## src/shared/mbpc_consts.vh

```
// Constants of the brake sequencer and phase check block.
// Included by the logic file; holds definitions only.
`ifndef MBPC_CONSTS_VH
`define MBPC_CONSTS_VH

// Register byte offsets
`define MBPC_REG_CTRL      12'h000
`define MBPC_REG_LIMITS    12'h004
`define MBPC_REG_HYST      12'h008
`define MBPC_REG_DELAYS    12'h00C
`define MBPC_REG_TIMES     12'h010
`define MBPC_REG_RATED     12'h014
`define MBPC_REG_STATUS    12'h018
`define MBPC_REG_WINDOW    12'h01C

// Control register field positions
`define MBPC_CTRL_PCHK     0
`define MBPC_CTRL_OPENLOOP 1
`define MBPC_CTRL_TIMED    2
`define MBPC_CTRL_CONTACT  3
`define MBPC_CTRL_INIT     4
`define MBPC_CTRL_CLRERR   5

// Reset values and the limit clamp bound
`define MBPC_RST_CTRL      32'h0000_0000
`define MBPC_RST_LIMIT_CW  16'h0000
`define MBPC_RST_LIMIT_CCW 16'h0000
`define MBPC_RST_HYST      16'h0001
`define MBPC_RST_RELEASE   16'h0064
`define MBPC_RST_APPLY     16'h0064
`define MBPC_RST_MAGNET    16'h0064
`define MBPC_RST_CONTACT   16'h0000
`define MBPC_RST_RATED     16'h03E8
`define MBPC_RST_WINDOW    16'h001E
`define MBPC_LIMIT_MAX     16'h7FFC

// Timing: clock rate and figures in their own units
`define MBPC_CLK_HZ        125000000
`define MBPC_TICK_MS       1
`define MBPC_TICK_CYCLES   (`MBPC_CLK_HZ / 1000 * `MBPC_TICK_MS)
`define MBPC_PCHK_MS       10

`endif

```

## src/logic/mbpc_brake_phase.v

```verilog
// Motor holding brake sequencer and start-up phase check, APB slave.
// Assumes one 125 MHz clock, synchronous reset and sampled phase currents
// already in the clock domain; pin inputs pass a three-stage filter.
//
// Overview of operation
// - With check enabled, test all three phases after each initialisation.
// - Phase U passes at 1 % rated current, V and W at 0.5 %.
// - Check lasts at most 10 ms, ends early once all three pass.
// - Skip the check when speed lies outside the standstill window.
// - A phase below threshold raises the phase failure error.
// - Apply the brake whenever speed falls below the brake limit.
// - Speed threshold mode only in open loop; controlled uses timed mode.
// - Separate CW/CCW limits within +-32764, default 0, hysteresis default 1.
// - Speed threshold switching decisions use the setpoint.
// - Timed mode enabled by output assignment; release only with torque.
// - Release delay holds setpoint after brake output, 0..65535 ms, 100.
// - Apply delay postpones control off after close, 0..65535 ms, 100.
// - With contactor control, run contactor delay around the brake.
// - Nonzero setpoint: magnetize, then brake output and release delay.
// - After release delay, follow setpoint and judge by actual speed.
// - Zero setpoint and speed in window: standstill, start apply delay.
// - Apply delay expiry locks the power stage.
// - Any fault drives every digital output low; the code drops brake, stage and contactor only.
// - Motor overload signals an error that switches the motor off.
//
// Added by the designer: the APB register port and the register offsets.
`timescale 1ns/100ps
`include "mbpc_consts.vh"
`default_nettype none

module mbpc_brake_phase #(
	parameter TICK_CYCLES = `MBPC_TICK_CYCLES
) (
	input  wire        sys_clk,
	input  wire        reset,
	input  wire        psel,
	input  wire        penable,
	input  wire        pwrite,
	input  wire [11:0] paddr,
	input  wire [31:0] pwdata,
	output reg  [31:0] prdata,
	output wire        pready,
	output wire        pslverr,
	input  wire [15:0] setpoint,
	input  wire [15:0] actual_speed,
	input  wire [15:0] current_u,
	input  wire [15:0] current_v,
	input  wire [15:0] current_w,
	input  wire        fault_in,
	input  wire        overload_in,
	output reg         brake_release,
	output reg         stage_enable,
	output reg         contactor_on,
	output reg         phase_fail,
	output reg         overload_error
);

	localparam ST_IDLE    = 3'd0;
	localparam ST_CONTACT = 3'd1;
	localparam ST_MAGNET  = 3'd2;
	localparam ST_RELEASE = 3'd3;
	localparam ST_RUN     = 3'd4;
	localparam ST_APPLY   = 3'd5;
	localparam ST_OFF_DLY = 3'd6;
	localparam ST_PCHK    = 3'd7;

	reg  [31:0] ctrl;
	reg  [15:0] limit_cw;
	reg  [15:0] limit_ccw;
	reg  [15:0] hyst;
	reg  [15:0] release_setpoint_delay;
	reg  [15:0] apply_control_off_delay;
	reg  [15:0] magnetizing_period;
	reg  [15:0] contactor_to_control_delay;
	reg  [15:0] rated_current;
	reg  [15:0] standstill_window;
	reg  [2:0]  fault_sync;
	reg  [2:0]  ovl_sync;
	reg         fault_f;
	reg         ovl_f;
	reg  [16:0] tick_cnt;
	reg         ms_tick;
	reg  [2:0]  state;
	reg  [15:0] ms_cnt;
	reg         timed_active;
	reg  [2:0]  phase_seen;
	reg         standstill;
	reg  [31:0] next_prdata;

	wire phase_check_enable         = ctrl[`MBPC_CTRL_PCHK];
	wire speed_threshold_brake_mode = ctrl[`MBPC_CTRL_OPENLOOP];
	wire motor_contactor_control    = ctrl[`MBPC_CTRL_CONTACT];
	wire wr_en = psel & penable & pwrite;

	// Absolute value of a signed speed word
	function [15:0] mag;
		input [15:0] v;
		begin
			mag = v[15] ? (~v + 16'h0001) : v;
		end
	endfunction

	// Current at least rated times per-mille figure / 1000
	function reached;
		input [15:0] i;
		input [15:0] rated;
		input [3:0]  permille;
		reg   [31:0] lhs;
		reg   [31:0] rhs;
		begin
			lhs = {16'h0000, mag(i)} * 32'd1000;
			rhs = {16'h0000, rated} * {28'h0000000, permille};
			reached = (lhs >= rhs);
		end
	endfunction

	wire in_window = (mag(actual_speed) <= standstill_window);
	wire sp_zero   = (setpoint == 16'h0000);
	wire [2:0] phase_ok = {reached(current_w, rated_current, 4'd5),
		reached(current_v, rated_current, 4'd5),
		reached(current_u, rated_current, 4'd10)};

	// setpoint driven limit, per-direction limit and hysteresis
	wire [15:0] sp_mag   = mag(setpoint);
	wire [15:0] lim_mag  = setpoint[15] ? mag(limit_ccw) : limit_cw;
	wire [16:0] lim_rel  = {1'b0, lim_mag} + {1'b0, mag(hyst)};
	wire        thr_open = ({1'b0, sp_mag} > lim_rel);
	wire        thr_shut = (sp_mag < lim_mag);

	assign pready  = 1'b1;
	assign pslverr = psel & penable & (paddr[11:5] != 7'h00);

	// Three-stage filter; a change counts once stages two and three agree
	always @(posedge sys_clk) begin
		if (reset) begin
			fault_sync <= 3'b000;
			ovl_sync   <= 3'b000;
			fault_f    <= 1'b0;
			ovl_f      <= 1'b0;
		end else begin
			fault_sync <= {fault_sync[1:0], fault_in};
			ovl_sync   <= {ovl_sync[1:0], overload_in};
			if (fault_sync[2] == fault_sync[1])
				fault_f <= fault_sync[2];
			if (ovl_sync[2] == ovl_sync[1])
				ovl_f <= ovl_sync[2];
		end
	end

	always @(posedge sys_clk) begin
		if (reset) begin
			tick_cnt <= 17'h00000;
			ms_tick  <= 1'b0;
		end else if (tick_cnt == TICK_CYCLES - 1) begin
			tick_cnt <= 17'h00000;
			ms_tick  <= 1'b1;
		end else begin
			tick_cnt <= tick_cnt + 17'h00001;
			ms_tick  <= 1'b0;
		end
	end

	// APB write side
	always @(posedge sys_clk) begin
		if (reset) begin
			ctrl                       <= `MBPC_RST_CTRL;
			limit_cw                   <= `MBPC_RST_LIMIT_CW;
			limit_ccw                  <= `MBPC_RST_LIMIT_CCW;
			hyst                       <= `MBPC_RST_HYST;
			release_setpoint_delay     <= `MBPC_RST_RELEASE;
			apply_control_off_delay    <= `MBPC_RST_APPLY;
			magnetizing_period         <= `MBPC_RST_MAGNET;
			contactor_to_control_delay <= `MBPC_RST_CONTACT;
			rated_current              <= `MBPC_RST_RATED;
			standstill_window          <= `MBPC_RST_WINDOW;
		end else begin
			ctrl[`MBPC_CTRL_INIT]   <= 1'b0;
			ctrl[`MBPC_CTRL_CLRERR] <= 1'b0;
			if (wr_en) begin
				case (paddr)
				`MBPC_REG_CTRL: begin
					ctrl[`MBPC_CTRL_PCHK]     <= pwdata[`MBPC_CTRL_PCHK];
					ctrl[`MBPC_CTRL_OPENLOOP] <= pwdata[`MBPC_CTRL_OPENLOOP];
					ctrl[`MBPC_CTRL_CONTACT]  <= pwdata[`MBPC_CTRL_CONTACT];
					ctrl[`MBPC_CTRL_INIT]     <= pwdata[`MBPC_CTRL_INIT];
					ctrl[`MBPC_CTRL_CLRERR]   <= pwdata[`MBPC_CTRL_CLRERR];
					if (!stage_enable)
						ctrl[`MBPC_CTRL_TIMED] <= pwdata[`MBPC_CTRL_TIMED];
				end
				`MBPC_REG_LIMITS: begin
					limit_cw <= (pwdata[15] ? 16'h0000 :
						(pwdata[15:0] > `MBPC_LIMIT_MAX ?
						`MBPC_LIMIT_MAX : pwdata[15:0]));
					limit_ccw <= (!pwdata[31] ? 16'h0000 :
						(pwdata[31:16] < (~`MBPC_LIMIT_MAX + 16'h0001) ?
						(~`MBPC_LIMIT_MAX + 16'h0001) : pwdata[31:16]));
				end
				`MBPC_REG_HYST:
					hyst <= pwdata[15:0];
				`MBPC_REG_DELAYS: begin
					release_setpoint_delay  <= pwdata[15:0];
					apply_control_off_delay <= pwdata[31:16];
				end
				`MBPC_REG_TIMES: begin
					magnetizing_period         <= pwdata[15:0];
					contactor_to_control_delay <= pwdata[31:16];
				end
				`MBPC_REG_RATED:
					rated_current <= pwdata[15:0];
				`MBPC_REG_WINDOW:
					standstill_window <= pwdata[15:0];
				default: ;
				endcase
			end
		end
	end

	wire timed_brake_mode = ctrl[`MBPC_CTRL_TIMED] &
		~speed_threshold_brake_mode;

	// APB read side
	always @* begin
		case (paddr)
		`MBPC_REG_CTRL:   next_prdata = {28'h0000000, ctrl[3:0]};
		`MBPC_REG_LIMITS: next_prdata = {limit_ccw, limit_cw};
		`MBPC_REG_HYST:   next_prdata = {16'h0000, hyst};
		`MBPC_REG_DELAYS: next_prdata = {apply_control_off_delay,
			release_setpoint_delay};
		`MBPC_REG_TIMES:  next_prdata = {contactor_to_control_delay,
			magnetizing_period};
		`MBPC_REG_RATED:  next_prdata = {16'h0000, rated_current};
		`MBPC_REG_STATUS: next_prdata = {16'h0000, 3'b000, phase_seen,
			standstill, overload_error, phase_fail, fault_f,
			contactor_on, stage_enable, brake_release, state};
		`MBPC_REG_WINDOW: next_prdata = {16'h0000, standstill_window};
		default:          next_prdata = 32'h0000_0000;
		endcase
	end

	// Captured in setup so the word stands through the access phase
	always @(posedge sys_clk) begin
		if (reset) begin
			prdata <= 32'h0000_0000;
		end else begin
			if (psel & ~penable & ~pwrite)
				prdata <= next_prdata;
		end
	end

	// Sequencer, phase check and outputs
	always @(posedge sys_clk) begin
		if (reset) begin
			state          <= ST_IDLE;
			ms_cnt         <= 16'h0000;
			timed_active   <= 1'b0;
			phase_seen     <= 3'b000;
			standstill     <= 1'b0;
			brake_release  <= 1'b0;
			stage_enable   <= 1'b0;
			contactor_on   <= 1'b0;
			phase_fail     <= 1'b0;
			overload_error <= 1'b0;
		end else begin
			if (ovl_f)
				overload_error <= 1'b1;
			else if (ctrl[`MBPC_CTRL_CLRERR])
				overload_error <= 1'b0;
			if (ctrl[`MBPC_CTRL_CLRERR] && state != ST_PCHK)
				phase_fail <= 1'b0;
			if (ms_tick && ms_cnt != 16'hFFFF)
				ms_cnt <= ms_cnt + 16'h0001;
			standstill <= sp_zero & in_window;
			if (fault_f || overload_error) begin
				state         <= ST_IDLE;
				brake_release <= 1'b0;
				stage_enable  <= 1'b0;
				contactor_on  <= 1'b0;
			end else if (ctrl[`MBPC_CTRL_INIT]) begin
				// check after init, only with speed in the standstill window
				if (phase_check_enable && in_window) begin
					state        <= ST_PCHK;
					ms_cnt       <= 16'h0000;
					phase_seen   <= 3'b000;
					stage_enable <= 1'b1;
					// Brake held while the windings are pulsed
					brake_release <= 1'b0;
				end
			end else begin
				case (state)
				ST_PCHK: begin
					phase_seen <= phase_seen | phase_ok;
					// early end or 10 ms limit
					if ((phase_seen | phase_ok) == 3'b111) begin
						state        <= ST_IDLE;
						stage_enable <= 1'b0;
					end else if (ms_cnt >= `MBPC_PCHK_MS) begin
						phase_fail   <= 1'b1;
						state        <= ST_IDLE;
						stage_enable <= 1'b0;
					end
				end
				ST_IDLE: begin
					if (speed_threshold_brake_mode) begin
						stage_enable <= ~sp_zero;
						if (thr_open)
							brake_release <= 1'b1;
						else if (thr_shut)
							brake_release <= 1'b0;
					end else if (!sp_zero) begin
						contactor_on <= 1'b1;
						ms_cnt       <= 16'h0000;
						timed_active <= timed_brake_mode;
						state        <= motor_contactor_control ?
							ST_CONTACT : ST_MAGNET;
					end else begin
						brake_release <= 1'b0;
						stage_enable  <= 1'b0;
						contactor_on  <= 1'b0;
					end
				end
				ST_CONTACT:
					if (ms_cnt >= contactor_to_control_delay) begin
						ms_cnt <= 16'h0000;
						state  <= ST_MAGNET;
					end
				ST_MAGNET: begin
					stage_enable <= 1'b1;
					if (ms_cnt >= magnetizing_period) begin
						// release with torque, only if assigned
						brake_release <= timed_active;
						ms_cnt        <= 16'h0000;
						state         <= ST_RELEASE;
					end
				end
				ST_RELEASE:
					if (ms_cnt >= release_setpoint_delay)
						state <= ST_RUN;
				ST_RUN:
					if (sp_zero && in_window) begin
						brake_release <= 1'b0;
						ms_cnt        <= 16'h0000;
						state         <= ST_APPLY;
					end
				ST_APPLY:
					if (!sp_zero) begin
						brake_release <= timed_active;
						state         <= ST_RUN;
					end else if (ms_cnt >= apply_control_off_delay) begin
						stage_enable <= 1'b0;
						ms_cnt       <= 16'h0000;
						state        <= motor_contactor_control ?
							ST_OFF_DLY : ST_IDLE;
					end
				ST_OFF_DLY:
					if (ms_cnt >= contactor_to_control_delay) begin
						contactor_on <= 1'b0;
						state        <= ST_IDLE;
					end
				default:
					state <= ST_IDLE;
				endcase
			end
		end
	end

endmodule

`default_nettype wire

```

## config.mk

```make
export PLATFORM = sky130hd
export DESIGN_NAME = mbpc_brake_phase
export DESIGN_NICKNAME = d
export VERILOG_FILES = /design/src/logic/mbpc_brake_phase.v
export VERILOG_INCLUDE_DIRS = /design/src /design/src/shared
export SDC_FILE = /design/constraint.sdc
export NUM_CORES = 1
export LEC_CHECK = 0
export BUFFER_PORTS_ARGS = -buffer_cell sky130_fd_sc_hd__buf_2
export CAP_MARGIN = 20
export CORE_ASPECT_RATIO = 1.5
export CORE_MARGIN = 4
export CORE_UTILIZATION = 33
export DETAILED_ROUTE_END_ITERATION = 12
export SKIP_CTS_REPAIR_TIMING = 1
export SYNTH_ARGS = -nofsm -noshare
export SYNTH_HDL_FRONTEND = slang
export SYNTH_SLANG_ARGS = --single-unit
```

## constraint.sdc

```tcl
create_clock -name sys_clk -period 13.5 [get_ports sys_clk]
set_input_delay 2.7 -clock sys_clk [delete_from_list [all_inputs] [get_ports sys_clk]]
set_output_delay 2.7 -clock sys_clk [all_outputs]
set_load 0.05 [all_outputs]
```

Word-level counts from Yosys, hierarchy flattened. Cells that the tools add are included.

Register bits after elaboration: 237. Bits of input ports: 131. Logic and storage cells: 224.

Add/subtract/negate cells: 10. Multipliers: 5. Magnitude comparators: 13. Equal/unequal tests: 37. Muxes and demuxes: 75. Bitwise logic cells: 24. Reductions and logical operators: 31.

Operator list (count): $mux W16 (20); $pmux W32 S8 (1); $add A16 B1 Y16 const B (8); $not A16 Y16 (7); $pmux W16 S5 (1); $mul A16 B7 Y23 const B (3); $ge A16 B16 Y1 (4); $ge A26 B19 Y1 (2); $mux W3 (17); $eq A12 B5 Y1 const B (4); $mux W15 (3); $mul A16 B3 Y19 const B (2); $ne A3 B3 Y1 const B (11); $mux W1 (28); $ge A26 B20 Y1 (1); $eq A12 B4 Y1 const B (2); $pmux W3 S8 (1); $add A16 B16 Y17 (1); $add A17 B1 Y17 const B (1); $eq A17 B17 Y1 const B (1); $gt A16 B17 Y1 (1); $ge A16 B4 Y1 const B (1); $gt A16 B15 Y1 const B (1); $le A16 B16 Y1 (1); other kinds (35) (73).

Logic depth before layout (Yosys ltp). Gate-level depths: netlist (run 1).

Depth in word-level cells: 11. Mapped depth: 32. Mapped depth without buffers: 32.

Worst setup path before layout (run 1). OpenSTA, ideal clock, no wires.

Path kind: input -> register. From: in current_u[5]. To: reg stage_enable. Arrival time: 9.426 ns. Slack: 4.003 ns. Stages: 30. Cell sequence: nor4_1 > inv_1 > nor3_1 > nand3_1 > or2_2 > o31a_1 > xnor2_1 > inv_1 > ha_1 > inv_1 > fa_1 > fa_1 > fa_1 > inv_1 > ha_1 > a21oi_1 > o21ai_0 > xor2_1 > ha_1 > o21ai_0 > o32ai_1 > or4_1 > nor4b_1 > nand4_1 > nor4_1 > nand4_1 > o311ai_1 > a21oi_1 > o21ai_0 > mux2i_1.

Cells in the longest elaborated chain, start to end: 10.

Ends and longest elaborated chain: start: declaration (line mbpc_brake_phase.v:46) `input wire [15:0] current_u,`; $not A16 Y16 (line mbpc_brake_phase.v:99) `mag = v[15] ? (~v + 16'h0001) : v;`; $add A16 B1 Y16 (line mbpc_brake_phase.v:99); $mux W16 (*) (line mbpc_brake_phase.v:99); $mul A16 B7 Y23 (*) (line mbpc_brake_phase.v:111) `lhs = {16'h0000, mag(i)} * 32'd1000;`; $ge A26 B20 Y1 (*) (line mbpc_brake_phase.v:113) `reached = (lhs >= rhs);`; $or A3 B3 Y3 (*) (line mbpc_brake_phase.v:293) `if ((phase_seen | phase_ok) == 3'b111) begin`; $eq A3 B3 Y1 (*) (line mbpc_brake_phase.v:293); $mux W1 (line mbpc_brake_phase.v:293); $pmux W1 S4 (line mbpc_brake_phase.v:289) `case (state)`; $mux W1 (line mbpc_brake_phase.v:278) `` end else if (ctrl[`MBPC_CTRL_INIT]) begin ``; end signal: assignment (line mbpc_brake_phase.v:304) `stage_enable <= ~sp_zero;`; end: declaration (line mbpc_brake_phase.v:52) `output reg stage_enable,`.

Mark *: on every way between the ends. The rest lies on a longest branch, timed or not. A chain may end at the register's enable or synchronous reset.

Worst setup path in the final report (run 1).
From: in current_u[3]. To: reg state[2].

Cells in the longest elaborated chain, start to end: 10.

Ends and longest elaborated chain: $not A16 Y16 (line mbpc_brake_phase.v:99); $add A16 B1 Y16 (line mbpc_brake_phase.v:99); $mux W16 (*) (line mbpc_brake_phase.v:99); $mul A16 B7 Y23 (*) (line mbpc_brake_phase.v:111); $ge A26 B20 Y1 (*) (line mbpc_brake_phase.v:113); $or A3 B3 Y3 (*) (line mbpc_brake_phase.v:293); $eq A3 B3 Y1 (*) (line mbpc_brake_phase.v:293); $mux W3 (line mbpc_brake_phase.v:293); $pmux W3 S8 (line mbpc_brake_phase.v:289); $mux W3 (line mbpc_brake_phase.v:278); end signal: assignment (line mbpc_brake_phase.v:313) `state <= motor_contactor_control ?`; end signal: assignment (line mbpc_brake_phase.v:351) `state <= motor_contactor_control ?`; end: declaration (line mbpc_brake_phase.v:83) `reg [2:0] state;`.

Marks and branches as above.

==> impl_metrics.py, run 1 <==
metrics = {
    "flow_run": {
        "cap_violations": 0,
    },
    "synthesis": {
        "yosys.area.top_type": "dfxtp_1",
        "synthTopCellsByArea": "dfxtp_1 19%, ha_1 18%, fa_1 12%",
        "synth_edf_count": 0,
        "netlist_area_um2": 25420,
        "synth_flop_cell": "dfxtp_1",
        "yosysTopAreaCellShare": 0.1859,
        "synth_nets": 3827,
        "yosys_warnings": 0,
        "synth-seq-cells": 236,
        "ys_seq_area_frac": 0.1859,
        "synth-async-reset-ratio": 0,
        "syn_inst": 3172,
        "avgSynthCellArea_um2": 8.013,
        "yosysUniqueCellTypes": 87,
    },
    "global_routing": {
        "antenna_found_initial": 7,
        "grt_pass1_wl_um": 126100,
        "grt_max_degree": 103,
        "track_usage": 0.1909,
        "first_global_vias": 22690,
        "grt-ovfl-total": 0,
    },
    "routing": {
        "drt-initial-drc-count": 1452,
        "vias": 22850,
        "dr.pass1.iters": 6,
        "wl_per_cell_um": 18.74,
        "via_per_inst": 5.303,
        "wl_um": 80720,
        "ant_nets": 0,
        "drc": 0,
    },
    "setup_path": {
        "cpPeakStageDelay_ns": 0.57,
        "crit_family": "simple AND/OR/NAND/NOR gates",
        "end_kind": "register",
        "crit_slowest_cell": "xnor2_1",
        "cp.buffers_inverters": 5,
        "path_max_fanout": 4,
        "crit_top_cell": "inv_1",
        "worstPathArrival_ns": 10.58,
        "critPathLaunchType": "input port",
        "critPathKind": "in -> reg",
        "cp.required_ns": 13.94,
    },
    "outcome": {
        "status": "finished clean",
    },
    "power_and_ir_drop": {
        "p_leak_uw": 0.01218,
        "p_per_area_nw_per_um2": 223.6,
        "ir_worst_vdd_mv": 0.1396,
    },
    "sta": {
        "fmax_mhz": 98.65,
        "finalCriticalPeriod_ns": 10.14,
        "relSlewSlack": 0.2356,
        "worst_clock_skew_ns": 0.01300,
        "setup_viol": 0,
        "drv_slew": 0,
        "worst_pin_slew_ns": 1.145,
        "fin_ws_ns": 3.363,
        "fin_setup_tns_ns": 0,
        "hold_viol": 0,
        "min_period_over_period": 0.7509,
        "rsz0062_at_grt": "no",
    },
    "clock_network": {
        "clk_latency_ns": 0.54,
        "clock-sinks": 236,
        "cts_max_level": 1,
        "cts_tree": "done",
        "cts_buffers": 24,
        "clockRootBuffer": "clkbuf_16",
        "clk_pin_slew_worst_paths_ns": 0.06,
        "cts_buffer_depth": 3,
    },
    "place": {
        "port_buffers": 168,
        "place.gp.congestion": 0.9374,
        "place_ws_ns": 2.809,
        "hpwl_um": 65010,
    },
    "die": {
        "dieHeight_um": 347.9,
        "die-area_um2": 81620,
        "core_um2": 76330,
        "num_rows": 124,
        "die_x_um": 234.6,
        "io_pins": 170,
        "start_util": 0.3330,
    },
    "finish": {
        "nets": 3934,
        "area_growth_pct": 10.44,
        "drive_gt1_frac": 0.08136,
    },
    "min_path": {
        "hp-class": "reg -> reg",
    },
}
kinds of logic after synthesis:
group | synth area share
buffers and inverters | 0.07812
and+or+nand+nor | 0.1785
xor gates and xnor gates | 0.06719
DFF | 0.1859
muxes | 0.005218
AOI/OAI and AO/OA | 0.1809
adders and majority gates | 0.3041
other | 0.0001475
stage by stage:
stage	utilization	cells	area, um^2	hold WS (ns)	total power [uW]
6_report	0.3678	4308	28070	0.4371	6276
5_1_grt	0.3676	4304	28060	0.4555	7003
4_1_cts	0.3674	4300	28040	0.4453	6309
3_5_place_dp	0.3574	4259	27280	0.4316	5604
3_3_place_gp	0.3574	4259	27280	0.4206	5580
2_1_floorplan	-	3172	25420	0.4130	4492
cells in the final DEF (no fill, tap or decap), types with 48 or more instances in the layout:
master     n
a21o_1    52
a21oi_1  294
buf_2    167
dfxtp_1  236
fa_1     155
ha_1     369
inv_1    406
nand2_1  361
nand3_1   77
nor2_1   196
nor3_1    48
o21ai_0  110
xnor2_1  120
xor2_1    75
registers in the layout, indices dropped and copies added, names as in the netlist, 3 cells and up:
register                    cells
standstill_window              16
ctrl                            6
limit_cw                       15
rated_current                  16
ms_cnt                         16
phase_seen                      3
magnetizing_period             16
state                           3
contactor_to_control_delay     16
fault_sync                      3
hyst                           16
prdata                         32
apply_control_off_delay        16
ovl_sync                        3
tick_cnt                       17
release_setpoint_delay         16
limit_ccw                      16
path summary, 6_finish.rpt:
path                      from       endpoint  slack (ns)  depth (start not counted)
setup / recovery  current_u[3]       state[2]        3.36                         31
hold / removal     ovl_sync[0]    ovl_sync[1]        0.44                          1
setup reg to reg  limit_ccw[0]  brake_release        7.39                         23
hold reg to reg    ovl_sync[0]    ovl_sync[1]        0.44                          1
Yosys cell counts, types with 29 or more instances:
library cell and instances:
a21o_1 52, a21oi_1 294, a22oi_1 47, clkbuf_1 98
dfxtp_1 236, fa_1 155, ha_1 369, inv_1 406
nand2_1 361, nand2b_1 43, nand3_1 77, nand4_1 38
nor2_1 199, nor2b_1 32, nor3_1 53, o211ai_1 29
o21ai_0 110, or3_1 38, xnor2_1 120, xor2_1 75
worst register-to-register path, delay by kind of cell (launching register included):
| family | cells | cell delay [ns] |
|---|---|---|
| simple gates | 9 | 2.41 |
| compound gates | 9 | 2.06 |
| fa+ha+maj | 2 | 0.62 |
| xor+xnor | 2 | 0.39 |
| flops | 1 | 0.35 |
| mux | 1 | 0.22 |
final cells by class:
| type | instances | area (um^2) |
|---|---|---|
| clock inverters | 3 | 65.06 |
| clock buffers | 38 | 694.4 |
| diodes | 6 | 15.01 |
| well taps | 1008 | 1261 |
| multi-input cells | 2419 | 18760 |
| flip-flops and latches | 236 | 4725 |
| inverters | 407 | 1528 |
| repair buffers | 191 | 1020 |
| fillers | 8051 | 48260 |
report_power, final:
part           internal, uW  switching [uW]  leakage, uW
registers               706            29.5      0.00190
logic                  2100            2770      0.00991
clock network           388             281     0.000368
total                  3200            3080       0.0122
layer usage:
layer | share of wire | GRT usage | vias to the layer above
li1 | - | - | 11130
met1 | 0.39 | 0.2159 | 10960
met2 | 0.52 | 0.3635 | 597
met3 | 0.047 | 0.02100 | 157
met4 | 0.046 | 0.07720 | 2
met5 | 0.00014 | 0 | -
No activity file was read; power rests on OpenSTA's default activity.
==> run 2: changes to the inputs <==
--- a/config.mk
+++ b/config.mk
@@ -6,6 +6,7 @@
 export SDC_FILE = /design/constraint.sdc
 export NUM_CORES = 1
 export LEC_CHECK = 0
+export ABC_AREA = 1
 export BUFFER_PORTS_ARGS = -buffer_cell sky130_fd_sc_hd__buf_2
 export CAP_MARGIN = 20
 export CORE_ASPECT_RATIO = 1.5
==> constraint.sdc (replaced) <==
create_clock -name sys_clk -period 9.2 [get_ports sys_clk]
set_input_delay 1.84 -clock sys_clk [delete_from_list [all_inputs] [get_ports sys_clk]]
set_output_delay 1.84 -clock sys_clk [all_outputs]
set_load 0.05 [all_outputs]
==> impl_metrics.py, run 2 <==
metrics = {
    "outcome": {
        "status": "finished with violations",
        "violations": "DRC",
    },
    "power_and_ir_drop": {
        "p_leak_uw": 0.01433,
        "switching_share": 0.5285,
        "power.switching_uw": 5145,
        "p_seq_frac": 0.108,
        "clkPwrFrac": 0.111,
        "p_per_area_nw_per_um2": 330.9,
        "combinationalPowerShare": 0.780,
        "internal_power_uw": 4591,
        "ir_worst_vdd_mv": 0.2216,
        "p_total_uw": 9736,
    },
    "synthesis": {
        "yosysUniqueCellTypes": 59,
        "yosys_warnings": 0,
        "synthTopCellsByArea": "dfxtp_1 18%, ha_1 17%, fa_1 12%",
        "synth_nets": 4371,
        "netlist_area_um2": 26410,
        "yosysMostFrequentCell": "inv_1",
        "syn_inst": 3716,
        "synth_edf_count": 0,
        "ys_seq_area_frac": 0.1789,
        "netlist_top_cells_count": "714 x inv_1, 699 x nand2_1, 369 x ha_1",
        "synth-async-reset-ratio": 0,
        "yosysTopAreaCellShare": 0.1789,
        "synth_flop_cell": "dfxtp_1",
        "synth-seq-cells": 236,
        "avgSynthCellArea_um2": 7.108,
        "yosys.area.top_type": "dfxtp_1",
    },
    "finish": {
        "area_growth_pct": 11.38,
        "drive_gt1_frac": 0.07347,
        "top_register": "prdata",
        "design_area_um2": 29420,
        "largest_reg_flops": 32,
        "final_cell_mix": "713 x inv_1, 699 x nand2_1, 369 x ha_1",
        "nets": 4516,
        "reg_top3": "prdata: 32 flops, tick_cnt: 17 flops",
        "layout_commonest_cell": "inv_1",
    },
    "setup_path": {
        "end_kind": "register",
        "reg2reg_to": "brake_release",
        "timing.rr.start": "limit_ccw[0]",
        "critPathKind": "in -> reg",
        "path_max_fanout": 7,
        "r2r_cells": 34,
        "cp.required_ns": 9.66,
        "worstPathArrival_ns": 8.46,
        "critPathLaunchType": "input port",
        "cpPeakStageDelay_ns": 0.56,
        "crit_path_start": "current_u[0]",
        "crit_slowest_cell": "xor2_1",
        "r2r_setup_slack_ns": 4.14,
    },
    "clock_network": {
        "cts_buffer_depth": 3,
        "cts_buffers": 24,
        "cts_max_level": 1,
        "clk_pin_slew_worst_paths_ns": 0.07,
        "clockRootBuffer": "clkbuf_16",
        "cts_tree": "done",
        "clock-sinks": 236,
        "clk_latency_ns": 0.56,
    },
    "global_routing": {
        "antenna_found_initial": 18,
        "first_global_vias": 24410,
        "grt-ovfl-total": 0,
        "grt_pass1_wl_um": 131600,
        "track_usage": 0.1927,
        "grt_max_degree": 121,
    },
    "die": {
        "num_rows": 126,
        "dieHeight_um": 354.5,
        "start_util": 0.3344,
        "io_pins": 170,
        "core_um2": 78980,
        "die_x_um": 239,
        "die-area_um2": 84730,
    },
    "routing": {
        "via_per_inst": 4.977,
        "wl_um": 82840,
        "drt-initial-drc-count": 1286,
        "wl_per_cell_um": 16.85,
        "dr.pass1.iters": 11,
        "vias": 24470,
        "ant_nets": 0,
        "drc": 2,
    },
    "sta": {
        "fmax_mhz": 124.9,
        "rsz0062_at_grt": "no",
        "hold_slack_ns": 0.4221,
        "drv_slew": 0,
        "worst_pin_slew_ns": 1.154,
        "hold_viol": 0,
        "fin_ws_ns": 1.196,
        "setup_viol": 0,
        "finalCriticalPeriod_ns": 8.004,
        "relSlewSlack": 0.2283,
        "fin_setup_tns_ns": 0,
        "worst_clock_skew_ns": 0.04696,
        "min_period_over_period": 0.8700,
    },
    "place": {
        "port_buffers": 168,
        "place.gp.congestion": 0.9515,
        "hpwl_um": 69660,
        "place_ws_ns": 0.5665,
        "dpl_cell_area_um2": 28450,
    },
    "flow_run": {
        "cap_violations": 0,
    },
    "min_path": {
        "hold_path_depth": 2,
        "hp-class": "reg -> reg",
        "worstHoldStart": "fault_sync[1]",
        "min_to": "fault_sync[2]",
    },
}
-- run 2: cell types whose count changed after synthesis, moves of 39 or more --
cell,previous run,this run
a21o_1,52,1
a21oi_1,294,346
a22oi_1,47,0
inv_1,406,714
nand2_1,361,699
nand2b_1,43,0
nand3_1,77,122
nor2_1,199,264
o21ai_0,110,190
o22ai_1,3,42
xnor2_1,120,48
xor2_1,75,133
-- run 2: routing by layer --
layer / vias up / GRT usage / wire length (um)
met5: - / 0 / 38
met4: 6 / 0.08581 / 4571
met3: 193 / 0.02565 / 3916
met2: 562 / 0.3657 / 42920
met1: 11350 / 0.2107 / 31400
li1: 12360 / - / -
-- run 2: worst max-delay path by stage --
stage	endpoint	slack (ns)	cells past startpoint
after detailed placement	state[2]	0.57	36
final	state[2]	1.20	36
after global placement	state[2]	0.65	36
after CTS	state[2]	1.15	36
after global routing	state[1]	0.36	38
after floorplan	state[1]	1.37	36
-- run 2: cells by family (layout without fill, tap and decap cells) --
logic type / Yosys count / count (layout) / share of synthesized area
other: 1 / 15 / 0.0001420
buffers and inverters: 805 / 968 / 0.1157
xor gates and xnor gates: 181 / 181 / 0.06002
adders and majority gates: 524 / 524 / 0.2923
and+or+nand+nor: 1279 / 1279 / 0.2070
DFF: 236 / 236 / 0.1789
AOI/OAI and AO/OA: 690 / 690 / 0.1460
-- run 2: critical path, delay by kind of cell --
family	cells	cell delay (ns)
buf+inv	4	0.45
fa+ha+maj	7	2.91
xor+xnor	2	0.64
simple gates	20	1.88
compound gates	3	0.75
-- run 2: area by class of cell --
class / instances / area (um^2)
clock buffer: 35 / 701.9
timing repair buffer: 203 / 1139
fill: 8451 / 49560
antenna: 14 / 35.03
sequential: 236 / 4725
multi-input combinational: 2675 / 18660
tap: 1024 / 1281
clock inverter: 9 / 171.4
inverter: 721 / 2706
-- run 2: through the flow --
step           utilization  instances
2_1_floorplan            -       3716
3_3_place_gp        0.3602       4855
3_5_place_dp        0.3602       4855
4_1_cts             0.3712       4899
5_1_grt             0.3722       4909
6_report            0.3725       4917
-- run 2: power by group through the flow --
stage	combinational (uW)	clock, uW	sequential [uW]
3_3_place_gp	7590	0	1080
2_1_floorplan	5860	0	1080
4_1_cts	7680	1100	1050
6_report	7600	1080	1050
3_5_place_dp	7620	0	1080
5_1_grt	8840	1140	1060
